--- config.mk ---
export PLATFORM = sky130hd
export DESIGN_NAME = pbg_top
export DESIGN_NICKNAME = d
export VERILOG_FILES = /design/src/verilog/pbg_pkg.sv /design/src/verilog/pbg_dot.sv /design/src/verilog/pbg_gf_lane.sv /design/src/verilog/pbg_top.sv
export SDC_FILE = /design/constraint.sdc
export NUM_CORES = 1
export LEC_CHECK = 0
export ABC_AREA = 1
export BUFFER_PORTS_ARGS = -buffer_cell sky130_fd_sc_hd__buf_2
export CAP_MARGIN = 20
export CORE_MARGIN = 4
export CORE_UTILIZATION = 52
export DETAILED_ROUTE_END_ITERATION = 6
export PLACE_DENSITY = 0.77
export SLEW_MARGIN = 15
export SYNTH_ARGS = -nofsm -noshare
export SYNTH_HDL_FRONTEND = slang
export SYNTH_HIERARCHICAL = 1
export SYNTH_SLANG_ARGS = --single-unit
--- constraint.sdc ---
create_clock -name clk_sys -period 7.2 [get_ports clk_sys]
set_input_delay 1.44 -clock clk_sys [delete_from_list [all_inputs] [get_ports clk_sys]]
set_output_delay 1.44 -clock clk_sys [all_outputs]
set_load 0.02 [all_outputs]
--- src/verilog/pbg_pkg.sv ---
// shared constants for the packed byte dot and galois multiply datapath
`default_nettype none
package pbg_pkg;
  // operation select field values
  localparam logic [4:0]  PBG_OPF_DOT       = 5'h06;
  localparam logic [4:0]  PBG_OPF_GF        = 5'h11;
  // field widths
  localparam int          PBG_LANES         = 4;
  localparam int          PBG_LANE_W        = 8;
  localparam int          PBG_WORD_W        = 32;
  localparam int          PBG_REG_IDX_W     = 5;
  // polynomial generator register layout
  localparam int          PBG_POLY_LSB      = 0;
  localparam int          PBG_POLY_W        = 8;
  localparam int          PBG_SIZE_LSB      = 24;
  localparam int          PBG_SIZE_W        = 3;
  localparam logic [31:0] PBG_POLY_WR_MASK  = 32'h070000ff;
  localparam logic [31:0] PBG_POLY_RST      = 32'h0700001d;
  // pipeline timing
  localparam int          PBG_EXEC_STAGES   = 4;
  localparam int          PBG_DELAY_SLOTS   = PBG_EXEC_STAGES - 1;
  // largest possible dot product
  localparam logic [31:0] PBG_DOT_MAX       = 32'h0003f804;
  // operation kinds carried down the pipe
  typedef enum logic [1:0] {PBG_OP_NONE, PBG_OP_DOT, PBG_OP_GF} pbg_op_type;
endpackage
`default_nettype wire

--- src/verilog/pbg_dot.sv ---
// unsigned four lane byte dot product
`default_nettype none
module pbg_dot
  import pbg_pkg::*;
(
  // operands
  input  wire logic [31:0] a,
  input  wire logic [31:0] b,
  // sum of lane products
  output logic      [31:0] sum
);
  logic [15:0] prod [PBG_LANES];

  genvar g;
  generate
    for (g = 0; g < PBG_LANES; g++)
    begin : g_lane
      assign prod[g] = {8'h00, a[g*8 +: 8]} * {8'h00, b[g*8 +: 8]};
    end
  endgenerate

  assign sum = {16'h0000, prod[0]} + {16'h0000, prod[1]} + {16'h0000, prod[2]} + {16'h0000, prod[3]};
endmodule
`default_nettype wire

--- src/verilog/pbg_gf_lane.sv ---
// one byte lane of the galois field multiply
`default_nettype none
module pbg_gf_lane
  import pbg_pkg::*;
(
  // operands
  input  wire logic [7:0] a,
  input  wire logic [7:0] b,
  // field settings
  input  wire logic [7:0] poly,
  input  wire logic [2:0] size,
  // product
  output logic      [7:0] p
);
  logic [7:0] mask;
  logic [7:0] am;
  logic [7:0] bm;
  logic [7:0] acc;
  logic       top;

  always_comb
  begin
    mask = 8'hff >> (3'h7 - size);
    am   = a & mask;
    bm   = b & mask;
    acc  = 8'h00;
    top  = 1'b0;
    // symmetric in both operands
    // shift and add, reduced by the generator at each step
    for (int i = 7; i >= 0; i--)
    begin
      top = acc[size];
      acc = (acc << 1) & mask;
      if (top)
      begin
        acc = acc ^ (poly & mask);
      end
      if (bm[i])
      begin
        acc = acc ^ am;
      end
    end
    p = acc;
  end
endmodule
`default_nettype wire

--- src/verilog/pbg_top.sv ---
// multiply unit datapath for packed byte dot and galois multiply
`default_nettype none
//////////////////////////////////////////////////////////////////////////////
// Behaviour
// - dot product on opfield 00110, either unit
// - dot lanes are unsigned bytes, no sign
// - sum four lane products into 32 bits
// - galois multiply each matching byte lane
// - lane n product lands in byte n
// - galois lanes independent, never summed
// - field size and generator from control register
// - control move writes the generator register
// - reset generator 0x1d, size 7
// - galois result same with sources swapped
module pbg_top
  import pbg_pkg::*;
(
  // clock and reset
  input  wire logic        clk_sys,
  input  wire logic        rst,
  // instruction issue
  input  wire logic        in_valid,
  input  wire logic [4:0]  in_opfield,
  input  wire logic        in_cond_true,
  input  wire logic        in_side,
  input  wire logic [4:0]  in_dst_idx,
  input  wire logic [31:0] first_source_operand,
  input  wire logic [31:0] second_source_operand,
  // control register move
  input  wire logic        ctl_poly_wr_en,
  input  wire logic [31:0] ctl_poly_wr_data,
  output logic      [31:0] ctl_poly_rd_data,
  // destination write back
  output logic             res_wr_en,
  output logic             res_side,
  output logic      [4:0]  res_dst_idx,
  output logic      [31:0] res_data
);
  //////////////////////////////////////////////////////////////////////////////
  // state
  typedef struct packed {
    logic [31:0] poly_reg;
    pbg_op_type  s1_op;
    logic        s1_side;
    logic [4:0]  s1_dst;
    logic [31:0] s1_a;
    logic [31:0] s1_b;
    logic [7:0]  s1_poly;
    logic [2:0]  s1_size;
    logic        s2_wr;
    logic        s2_side;
    logic [4:0]  s2_dst;
    logic [31:0] s2_data;
    logic        s3_wr;
    logic        s3_side;
    logic [4:0]  s3_dst;
    logic [31:0] s3_data;
    logic        s4_wr;
    logic        s4_side;
    logic [4:0]  s4_dst;
    logic [31:0] s4_data;
  } pbg_state_type;

  localparam pbg_state_type PBG_STATE_RST = '{
    poly_reg: PBG_POLY_RST,
    s1_op:    PBG_OP_NONE,
    default:  '0
  };

  pbg_state_type state_reg;
  pbg_state_type state_next;
  logic [31:0]   dot_sum;
  logic [31:0]   gf_packed;
  logic          issue_ok;

  //////////////////////////////////////////////////////////////////////////////
  // arithmetic on the first stage operands
  pbg_dot u_dot (
    .a   (state_reg.s1_a),
    .b   (state_reg.s1_b),
    .sum (dot_sum)
  );

  genvar g;
  generate
    for (g = 0; g < PBG_LANES; g++)
    begin : g_gf
      pbg_gf_lane u_lane (
        .a    (state_reg.s1_a[g*8 +: 8]),
        .b    (state_reg.s1_b[g*8 +: 8]),
        .poly (state_reg.s1_poly),
        .size (state_reg.s1_size),
        .p    (gf_packed[g*8 +: 8])
      );
    end
  endgenerate

  //////////////////////////////////////////////////////////////////////////////
  // next state
  assign issue_ok = in_valid && in_cond_true;

  always_comb
  begin
    state_next = state_reg;
    if (ctl_poly_wr_en)
    begin
      state_next.poly_reg = ctl_poly_wr_data & PBG_POLY_WR_MASK;
    end
    state_next.s1_op   = PBG_OP_NONE;
    state_next.s1_side = in_side;
    state_next.s1_dst  = in_dst_idx;
    state_next.s1_a    = first_source_operand;
    state_next.s1_b    = second_source_operand;
    state_next.s1_poly = state_reg.poly_reg[PBG_POLY_LSB +: PBG_POLY_W];
    state_next.s1_size = state_reg.poly_reg[PBG_SIZE_LSB +: PBG_SIZE_W];
    if (issue_ok)
    begin
      if (in_opfield == PBG_OPF_DOT)
      begin
        state_next.s1_op = PBG_OP_DOT;
      end
      else if (in_opfield == PBG_OPF_GF)
      begin
        state_next.s1_op = PBG_OP_GF;
      end
    end
    // second stage picks the result
    state_next.s2_wr   = state_reg.s1_op != PBG_OP_NONE;
    state_next.s2_side = state_reg.s1_side;
    state_next.s2_dst  = state_reg.s1_dst;
    unique case (state_reg.s1_op)
      PBG_OP_DOT:  state_next.s2_data = dot_sum;
      PBG_OP_GF:   state_next.s2_data = gf_packed;
      PBG_OP_NONE: state_next.s2_data = 32'h00000000;
    endcase
    // third and fourth stages
    state_next.s3_wr   = state_reg.s2_wr;
    state_next.s3_side = state_reg.s2_side;
    state_next.s3_dst  = state_reg.s2_dst;
    state_next.s3_data = state_reg.s2_data;
    state_next.s4_wr   = state_reg.s3_wr;
    state_next.s4_side = state_reg.s3_side;
    state_next.s4_dst  = state_reg.s3_dst;
    state_next.s4_data = state_reg.s3_data;
  end

  //////////////////////////////////////////////////////////////////////////////
  // registers
  always_ff @(posedge clk_sys or posedge rst)
  begin
    if (rst)
    begin
      state_reg <= PBG_STATE_RST;
    end
    else
    begin
      state_reg <= state_next;
    end
  end

  assign res_wr_en        = state_reg.s4_wr;
  assign res_side         = state_reg.s4_side;
  assign res_dst_idx      = state_reg.s4_dst;
  assign res_data         = state_reg.s4_data;
  assign ctl_poly_rd_data = state_reg.poly_reg;

  //////////////////////////////////////////////////////////////////////////////
  // checks
  logic [31:0] chk_dot;
  logic [7:0]  chk_swap0;

  assign chk_dot = {24'h000000, first_source_operand[7:0]} * {24'h000000, second_source_operand[7:0]}
                 + {24'h000000, first_source_operand[15:8]} * {24'h000000, second_source_operand[15:8]}
                 + {24'h000000, first_source_operand[23:16]} * {24'h000000, second_source_operand[23:16]}
                 + {24'h000000, first_source_operand[31:24]} * {24'h000000, second_source_operand[31:24]};

  pbg_gf_lane u_chk_swap (
    .a    (state_reg.s1_b[7:0]),
    .b    (state_reg.s1_a[7:0]),
    .poly (state_reg.s1_poly),
    .size (state_reg.s1_size),
    .p    (chk_swap0)
  );
endmodule
`default_nettype wire
# --- After elaboration in Yosys (flattened, before gate mapping) ---
# Memory sizes are Yosys's and may differ from the RTL's.
# Index checks and enable logic that the tools add are counted.
classes:
  bitwise_logic: 97
  magnitude_cmp: 1
  n_reduce_logical: 3
  n_eq_ne: 4
  muxes: 122
  mul: 4
  addsub: 4
  n_shift: 1
op_table:
  columns: ["operator", "count"]
  rows:
  - ["$mux W8", 61]
  - ["$xor A8 B8 Y8", 60]
  - ["$and A8 B8 Y8", 37]
  - ["$pmux W32 S3", 1]
  - ["$bmux W1 S3", 28]
  - ["$add A32 B16 Y32", 2]
  - ["$mul A8 B8 Y16", 4]
  - ["$mux W1", 29]
  - ["$add A16 B16 Y17", 1]
  - ["$shr A8 B3 Y8 const A", 1]
  - ["$mux W2", 3]
  - ["$eq A5 B3 Y1 const B", 1]
  - ["$eq A5 B5 Y1 const B", 1]
  - ["$lt A3 B4 Y1 const B", 1]
  - ["$sub A3 B3 Y3 const A", 1]
  - ["$eq A2 B1 Y1 const B", 1]
  - ["$eq A2 B2 Y1 const B", 1]
  - ["$logic_not A2 Y1", 1]
  - ["$reduce_bool A2 Y1", 1]
  - ["$logic_and A1 B1 Y1", 1]
totals:
  n_memories: 1
  wordCells: 257
  inputBits: 112
  out_inout_bits: 71
  mem_bits_ro: 8
  ff_bits: 211
memory_table:
  columns: ["memory", "depth", "word_bits", "rd", "rd_ports_with_merged_regs", "wr", "line_no", "source"]
  rows:
  - ["(name not given)", 8, 1, 1, 0, 0, "pbg_gf_lane.sv:32", "top = acc[size];"]

# --- Depth between registers and ports, before layout ---
# Gate-level depths: netlist of run 1.
depth:
  ltp_word: 42
  ltp_mapped: 56
  ltp_nobuf: 54

# --- Cells and area by module ---
# Netlist of run 1, hierarchy kept.
modules_own_cells:
  columns: ["mod", "area_per_inst_um2", "cells_per_inst", "n_inst", "seq_area_each_um2"]
  rows:
  - ["pbg_gf_lane", 2912.8, 619, 4, 0.0]
  - ["pbg_dot", 9854.5, 1307, 1, 0.0]
  - ["pbg_top", 6456.2, 434, 1, 5288.8]

# --- Worst setup path before layout of run 1 ---
# OpenSTA, ideal clock, no wires.
synth_path:
  path_kind: "register to register"
  startpoint: "reg state_reg[163] in the netlist's numbering"
  endpoint: "reg state_reg (netlist bit state_next[57])"
  t_required_ns: 7.084
  setup_time_ns: 0.116
  synth_period_minus_slack_ns: 5.883
  stages_incl_launch_ff: 26
  arrival_ns: 5.767
  path_buffers: 1
  path_slack_ns: 1.317
  path_cell_list: "dfrtp_1 clkbuf_1 nand2_1 inv_1 fa_1 inv_1 fa_1 fa_1 fa_1 fa_1 inv_1 fa_1 inv_1 fa_1 fa_1 inv_1 ha_1 or2_1 nand3_1 nand2_2 nand2_1 nand2_1 nand2_1 nand2_1 nand2_1 nand2_1"
synth_lines:
  columns: ["element", "line_no", "source"]
  rows:
  - ["start: declaration", "pbg_top.sv:70", "pbg_state_type state_reg;"]
  - ["start signal: assignment", "pbg_top.sv:157", "state_reg <= state_next;"]

==> results of run 1 <==
## how the worst min path moves through the flow
stage                             start                       end  slack, ps  cells after the start
2_1_floorplan   state_next[0]$_DFF_PP0_     res_data[0]$_DFF_PP0_        330                      0
3_3_place_gp   state_next[35]$_DFF_PP0_  res_dst_idx[3]$_DFF_PP0_        330                      0
3_5_place_dp   state_next[12]$_DFF_PP0_    res_data[12]$_DFF_PP0_        330                      0
4_1_cts        state_next[12]$_DFF_PP0_    res_data[12]$_DFF_PP0_        350                      0
5_1_grt        state_next[24]$_DFF_PP0_    res_data[24]$_DFF_PP0_        350                      0
6_report       state_next[71]$_DFF_PP0_  state_next[32]$_DFF_PP0_        350                      0
## report_power, final
group / switching [mW] / leakage [nW] / internal (mW)
Combinational: 8.31 / 14.7 / 4.66
Clock: 0.525 / 0.387 / 0.719
Sequential: 0.132 / 2.69 / 1.26
## cell usage after synthesis (11+ instances only)
| cell | instances |
|---|---|
| xor2_1 | 72 |
| o21ai_1 | 52 |
| nand2_1 | 1387 |
| nor2_4 | 12 |
| nand2_2 | 33 |
| inv_2 | 50 |
| xnor2_1 | 11 |
| o211ai_1 | 16 |
| nor2_2 | 12 |
| clkbuf_1 | 64 |
| nand4_1 | 78 |
| nand3b_1 | 49 |
| buf_4 | 94 |
| nand3_1 | 341 |
| nor3_1 | 13 |
| nor2_1 | 313 |
| dfrtp_1 | 204 |
| fa_1 | 225 |
| ha_1 | 130 |
| o21ai_0 | 71 |
| buf_6 | 20 |
| nand2_4 | 12 |
| a21oi_1 | 39 |
| nand3_2 | 36 |
| inv_1 | 822 |
## critical path, delay by kind of cell (launching register included)
family | cells | cell delay [ps]
XOR/XNOR | 1 | 320
AND/OR/NAND/NOR | 36 | 4540
AO/OA/AOI/OAI | 3 | 430
flip-flops | 1 | 640
buffers and inverters | 2 | 450
## metrics by stage
step,std cells,util,hold slack [ps]
after floorplan,4249,-,331.2
after global placement,4968,0.5497,331.5
after detailed placement,4968,0.5497,334.7
after CTS,5010,0.5647,348.7
after global routing,5012,0.5649,351.2
final,5014,0.5650,347.4
## kinds of logic after synthesis
kind of cell / share of synthesized area
other: 0.0002686
xor gates and xnor gates: 0.02600
and+or+nand+nor: 0.3662
buffers and inverters: 0.1613
AOI/OAI and AO/OA: 0.03790
adders and majority gates: 0.2193
DFF: 0.1891
## area by class of cell
class	instances	area share
clock inverters	11	0.004566
inverters	877	0.1105
clock buffers	31	0.02195
multi-input cells	2974	0.6121
flip-flops and latches	211	0.1774
diodes	4	0.0003351
repair buffers	218	0.04432
well taps	688	0.02882
## routing by layer
metal,part of all wire,GRT usage,wire (um),vias to the layer above
met3,0.086,0.04405,7109,248
met2,0.46,0.4642,37820,1107
li1,-,-,-,12800
met5,0.00017,0,14,-
met1,0.40,0.3740,33290,12260
met4,0.052,0.1289,4312,2
==> results.sh, run 1 <==
export IMPL_outcome="completed"
export IMPL_regArea_um2=5298
export IMPL_final_area_um2=29870
export IMPL_fmax_ghz=0.1528
export IMPL_rrSetupSlack_ps=650
export IMPL_synthCells=4217
export IMPL_period_share=0.9091
export IMPL_drive_gt1_frac=0.1030
export IMPL_multi_input_area_um2=18280
export IMPL_totalWireLength_mm=82.55
export IMPL_grtUsageTotal=0.2838
export IMPL_drc=0
export IMPL_viasPerCell=5.269
export IMPL_ys_seq_area_frac=0.1891
export IMPL_largest_reg_flops=84
export IMPL_avgSynthCellArea_um2=6.631
export IMPL_worst_slack_ps=654.6
export IMPL_fillers=5057
export IMPL_cp_endpoint="state_next[50]$_DFF_PP0_"
export IMPL_clock_sinks=211
export IMPL_hpwlAfterDp_mm=65.67
export IMPL_die_w_um=239.9
export IMPL_critPathArrivalTime_ps=7000
export IMPL_final_hold_violation_count=0
export IMPL_drt_first_pass_iters=6
export IMPL_start_util=0.5289
export IMPL_power_density_nw_per_um2=522.7
export IMPL_crit_type="reg2reg"
export IMPL_syn2layout_area_growth_pct=6.819
export IMPL_cts_tree="done"
export IMPL_rsz0062_at_grt="no"
export IMPL_io_pins=183
export IMPL_ys_warn_count=6
export IMPL_drtIter0Drc=2071
export IMPL_grt_pass1_vias=24890
export IMPL_rr_startpoint="state_reg[117]$_DFF_PP0_"
export IMPL_placed_area_um2=29060
export IMPL_end_kind="flop"
export IMPL_cts_resized=0
export IMPL_grt_max_degree=143
export IMPL_r2r_cells=42
export IMPL_dieArea_um2=57550
export IMPL_core_area_um2=52870
export IMPL_port_buffers=140
export IMPL_cp_required_ps=7660
export IMPL_netlist_area_um2=27960
export IMPL_wl_per_cell_um=16.46
export IMPL_crit_fanout=16
export IMPL_leakagePower_nw=17.75
export IMPL_final_cell_mix="nand2_1, inv_1, nand3_1"
export IMPL_grt_overflow_total=0
export IMPL_grt_antenna_before_repair=4
export IMPL_clkSlewWorstSetupHoldPaths_ps=60
export IMPL_hp_class="reg2reg"
export IMPL_async_reset_ff_frac=1.000
export IMPL_setup_viol=0
export IMPL_htreeDepth=1
export IMPL_yosysTopAreaCell="nand2_1"
export IMPL_crit_path_start="state_reg[117]$_DFF_PP0_"
export IMPL_dr_total_vias=26420
export IMPL_totalPowerFinal_mw=15.61
export IMPL_ys_flop_type="dfrtp_1"
export IMPL_cts_post_setup_buffers_inserted=0
export IMPL_synth_cell_types=40
export IMPL_ctsHoldBuffers=0
export IMPL_die_height_um=239.9
export IMPL_cap_viol_max_count=0
export IMPL_rr_endpoint="state_next[50]$_DFF_PP0_"
export IMPL_max_slew_margin=0.3615
export IMPL_crit_path_top_delay_cell="dfrtp_4"
export IMPL_crit_path_start_kind="flop"
export IMPL_pre_cts_ws_ps=742.6
export IMPL_worst_pin_slew_ps=957.8
export IMPL_fin_crit_ps=6545
export IMPL_worst_path_largest_cell_delay_ps=640
export IMPL_tns_ps=0
export IMPL_layout_commonest_cell="nand2_1"
export IMPL_insertion_delay_ps=550
export IMPL_gp_congestion=1.004
export IMPL_ant_nets=0
export IMPL_ir_worst_vdd_mv=1.350
export IMPL_path_common_cell="nand2_1"
export IMPL_synth_edf_count=0
export IMPL_synth_seq_cells=211
export IMPL_num_rows=84
export IMPL_numCtsBuffers=23
export IMPL_clock_skew_ps=20.89
export IMPL_synth_top_area_frac=0.1862
export IMPL_slew_violations=0
export IMPL_grt_pass1_wl_mm=130.2
export IMPL_nNetsFinal=4772
export IMPL_cts_root_buf="clkbuf_16"
export IMPL_clockBufferDepth=3
export IMPL_synthTopCellsByArea="nand2_1, dfrtp_1, fa_1"
Power figures use the tool's default switching activity.
==> run 2: changes to the inputs <==
- SYNTH_HIERARCHICAL: 1 -> not set
==> run 2 against run 1 <==
Compared with the run above:
- the run now ends with DRC, setup timing left
- first-iteration DRC count grew 15%
- synthesized cell count fell by 8.0%
- register-to-register slack got worse by 2000 ps
- die area shrank 4.6%
- count of clock-buffer cells in the layout increased by 4
- non-clock buffer count increased by 164
- fmax shrank 23%
- sequential cell count stayed put
- worst hold slack worse by 6.0 ps
- cell count is 4.4% lower
- critical path type unchanged
==> results.sh, run 2 <==
export IMPL_grt_pass1_wl_mm=139.7
export IMPL_dr_total_vias=25570
export IMPL_crit_fanout=4
export IMPL_clock_skew_ps=20.78
export IMPL_dieArea_um2=54880
export IMPL_synth_seq_cells=211
export IMPL_yosysMostFrequentCell="nand2_1"
export IMPL_crit_family="adder cells"
export IMPL_max_slew_margin=0.3861
export IMPL_synthCells=3881
export IMPL_final_cell_mix="nand2_1, inv_1, nand3_1"
export IMPL_crit_type="reg2reg"
export IMPL_worst_pin_slew_ps=920.8
export IMPL_period_share=1.184
export IMPL_numCtsBuffers=23
export IMPL_fin_crit_ps=8523
export IMPL_cap_viol_max_count=0
export IMPL_outcome="finished, violations left"
export IMPL_grt_overflow_total=0
export IMPL_largest_reg_flops=84
export IMPL_syn2layout_area_growth_pct=13.24
export IMPL_antennaDiodeCount=0
export IMPL_ant_nets=0
export IMPL_ys_flop_type="dfrtp_1"
export IMPL_final_hold_violation_count=0
export IMPL_placed_area_um2=28690
export IMPL_synth_common_cells="nand2_1, inv_1, nand3_1, nor2_1, fa_1"
export IMPL_hp_class="reg2reg"
export IMPL_nNetsFinal=4563
export IMPL_drive_gt1_frac=0.1628
export IMPL_crit_path_top_delay_cell="fa_1"
export IMPL_fmax_ghz=0.1173
export IMPL_violations="DRC, setup timing"
export IMPL_worst_slack_ps=-1323
export IMPL_synth_cell_types=50
export IMPL_drc=3
export IMPL_viasPerCell=5.335
export IMPL_rrSetupSlack_ps=-1320
export IMPL_synthTopCellsByArea="dfrtp_1, nand2_1, fa_1"
export IMPL_critPathArrivalTime_ps=8950
export IMPL_synth_edf_count=0
export IMPL_clkSlewWorstSetupHoldPaths_ps=60
export IMPL_wl_per_cell_um=19.40
export IMPL_clockBufferDepth=3
export IMPL_num_rows=82
export IMPL_fillers=4661
export IMPL_clock_sinks=211
export IMPL_grtUsageTotal=0.3355
export IMPL_path_common_cell="fa_1"
export IMPL_holdWs_ps=341.4
export IMPL_insertion_delay_ps=550
export IMPL_tns_ps=-11870
export IMPL_synth_top_area_frac=0.1918
export IMPL_async_reset_ff_frac=1.000
export IMPL_final_area_um2=30150
export IMPL_grt_max_degree=79
export IMPL_hpwlAfterDp_mm=73.41
export IMPL_cp_required_ps=7630
export IMPL_start_util=0.5285
export IMPL_core_area_um2=50380
export IMPL_die_height_um=234.3
export IMPL_grt_antenna_before_repair=2
export IMPL_io_pins=183
export IMPL_pre_cts_ws_ps=-1547
export IMPL_cts_tree="done"
export IMPL_ctsHoldBuffers=0
export IMPL_end_kind="flop"
export IMPL_avgSynthCellArea_um2=6.860
export IMPL_gp_congestion=1.042
export IMPL_drt_first_pass_iters=7
export IMPL_crit_path_start_kind="flop"
export IMPL_port_buffers=140
export IMPL_totalWireLength_mm=92.98
export IMPL_netlist_area_um2=26620
export IMPL_rsz0062_at_grt="yes"
export IMPL_setup_viol=13
export IMPL_cts_root_buf="clkbuf_16"
export IMPL_grt_pass1_vias=24540
export IMPL_slew_violations=0
export IMPL_yosysTopAreaCell="dfrtp_1"
export IMPL_ys_seq_area_frac=0.1987
export IMPL_die_w_um=234.3
export IMPL_layout_commonest_cell="nand2_1"
export IMPL_crit_buf_inv=9
export IMPL_ys_warn_count=0
export IMPL_htreeDepth=1
export IMPL_worst_path_largest_cell_delay_ps=560
export IMPL_drtIter0Drc=2385
## run 2: cell types whose count changed after synthesis, sizes merged, moves of 12 or more
cell / before / now
o21ai: 123 / 73
nand4: 78 / 46
xor2: 72 / 131
xnor2: 11 / 23
fa: 225 / 210
nor3: 15 / 2
clkbuf: 64 / 89
nand3: 385 / 405
a21oi: 40 / 72
nand2: 1432 / 1271
inv: 872 / 692
nor2: 342 / 305
## run 2: metrics by stage
| step | std cells | utilization |
|---|---|---|
| floorplan | 3901 | - |
| global placement | 4719 | 0.5694 |
| detailed placement | 4719 | 0.5694 |
| CTS | 4776 | 0.5917 |
| global route | 4793 | 0.5984 |
| finish | 4793 | 0.5984 |
## run 2: worst paths after layout
path	from	endpoint	cells after the start
max in group asynchronous	rst	state_reg[183]$_DFF_PP0_	3
worst min-delay path	state_next[64]$_DFF_PP0_	state_next[25]$_DFF_PP0_	0
min in group asynchronous	rst	state_next[42]$_DFF_PP0_	2
worst max-delay path	state_reg[162]$_DFF_PP0_	state_next[56]$_DFF_PP0_	40
worst min register to register	state_next[64]$_DFF_PP0_	state_next[25]$_DFF_PP0_	0
worst max register to register	state_reg[162]$_DFF_PP0_	state_next[56]$_DFF_PP0_	40
## run 2: final cells by class
cell class              count  area, um2  share of cell area
inverters                 696       2620             0.08691
well taps                 672      840.8             0.02789
clock buffers              35      660.6             0.02191
repair buffers            382       2575             0.08542
clock inverters             7      70.07            0.002324
multi-input cells        2790      18070              0.5994
flip-flops and latches    211       5311              0.1762
## run 2: worst register-to-register path, delay by kind of cell, from the launching register on
| kind | cells | cell delay [ps] |
|---|---|---|
| adder cells (fa/ha/maj) | 12 | 5060 |
| AO/OA/AOI/OAI | 9 | 1200 |
| AND/OR/NAND/NOR | 9 | 780 |
| buffers and inverters | 9 | 650 |
| flip-flops | 1 | 450 |
| XOR/XNOR | 1 | 260 |
## run 2: cell families (layout without fill, tap and decap cells)
family,Yosys count,in the layout,synth area share
buf+inv,900,1120,0.1462
xor+xnor,156,156,0.05236
flops,211,211,0.1987
fa+ha+maj,347,347,0.2223
mux,11,11,0.004653
compound gates,164,164,0.03398
other cells,1,21,0.0001409
simple gates,2091,2091,0.3417
## run 2: what timing repair did
| item | 4_1_cts | 5_1_grt |
|---|---|---|
| endpoints found under the hold margin | 0 | 0 |
| setup endpoints to repair | 14 | 31 |
| resized for setup | 73 | 45 |
| pin swaps | 54 | 43 |
| buffers inserted | 20 | 18 |
## run 2: routing by layer
layer / wire length, um / vias up / part of all wire / GRT usage
li1: - / 12150 / - / -
met5: 26 / - / 0.00028 / 0
met3: 8871 / 372 / 0.095 / 0.06135
met4: 8024 / 4 / 0.086 / 0.2219
met2: 41760 / 1180 / 0.45 / 0.5411
met1: 34300 / 11860 / 0.37 / 0.4123
Power of run 2 is not shown: default switching activity piles up to over one toggle a cycle in this logic, so the estimate is an artifact.
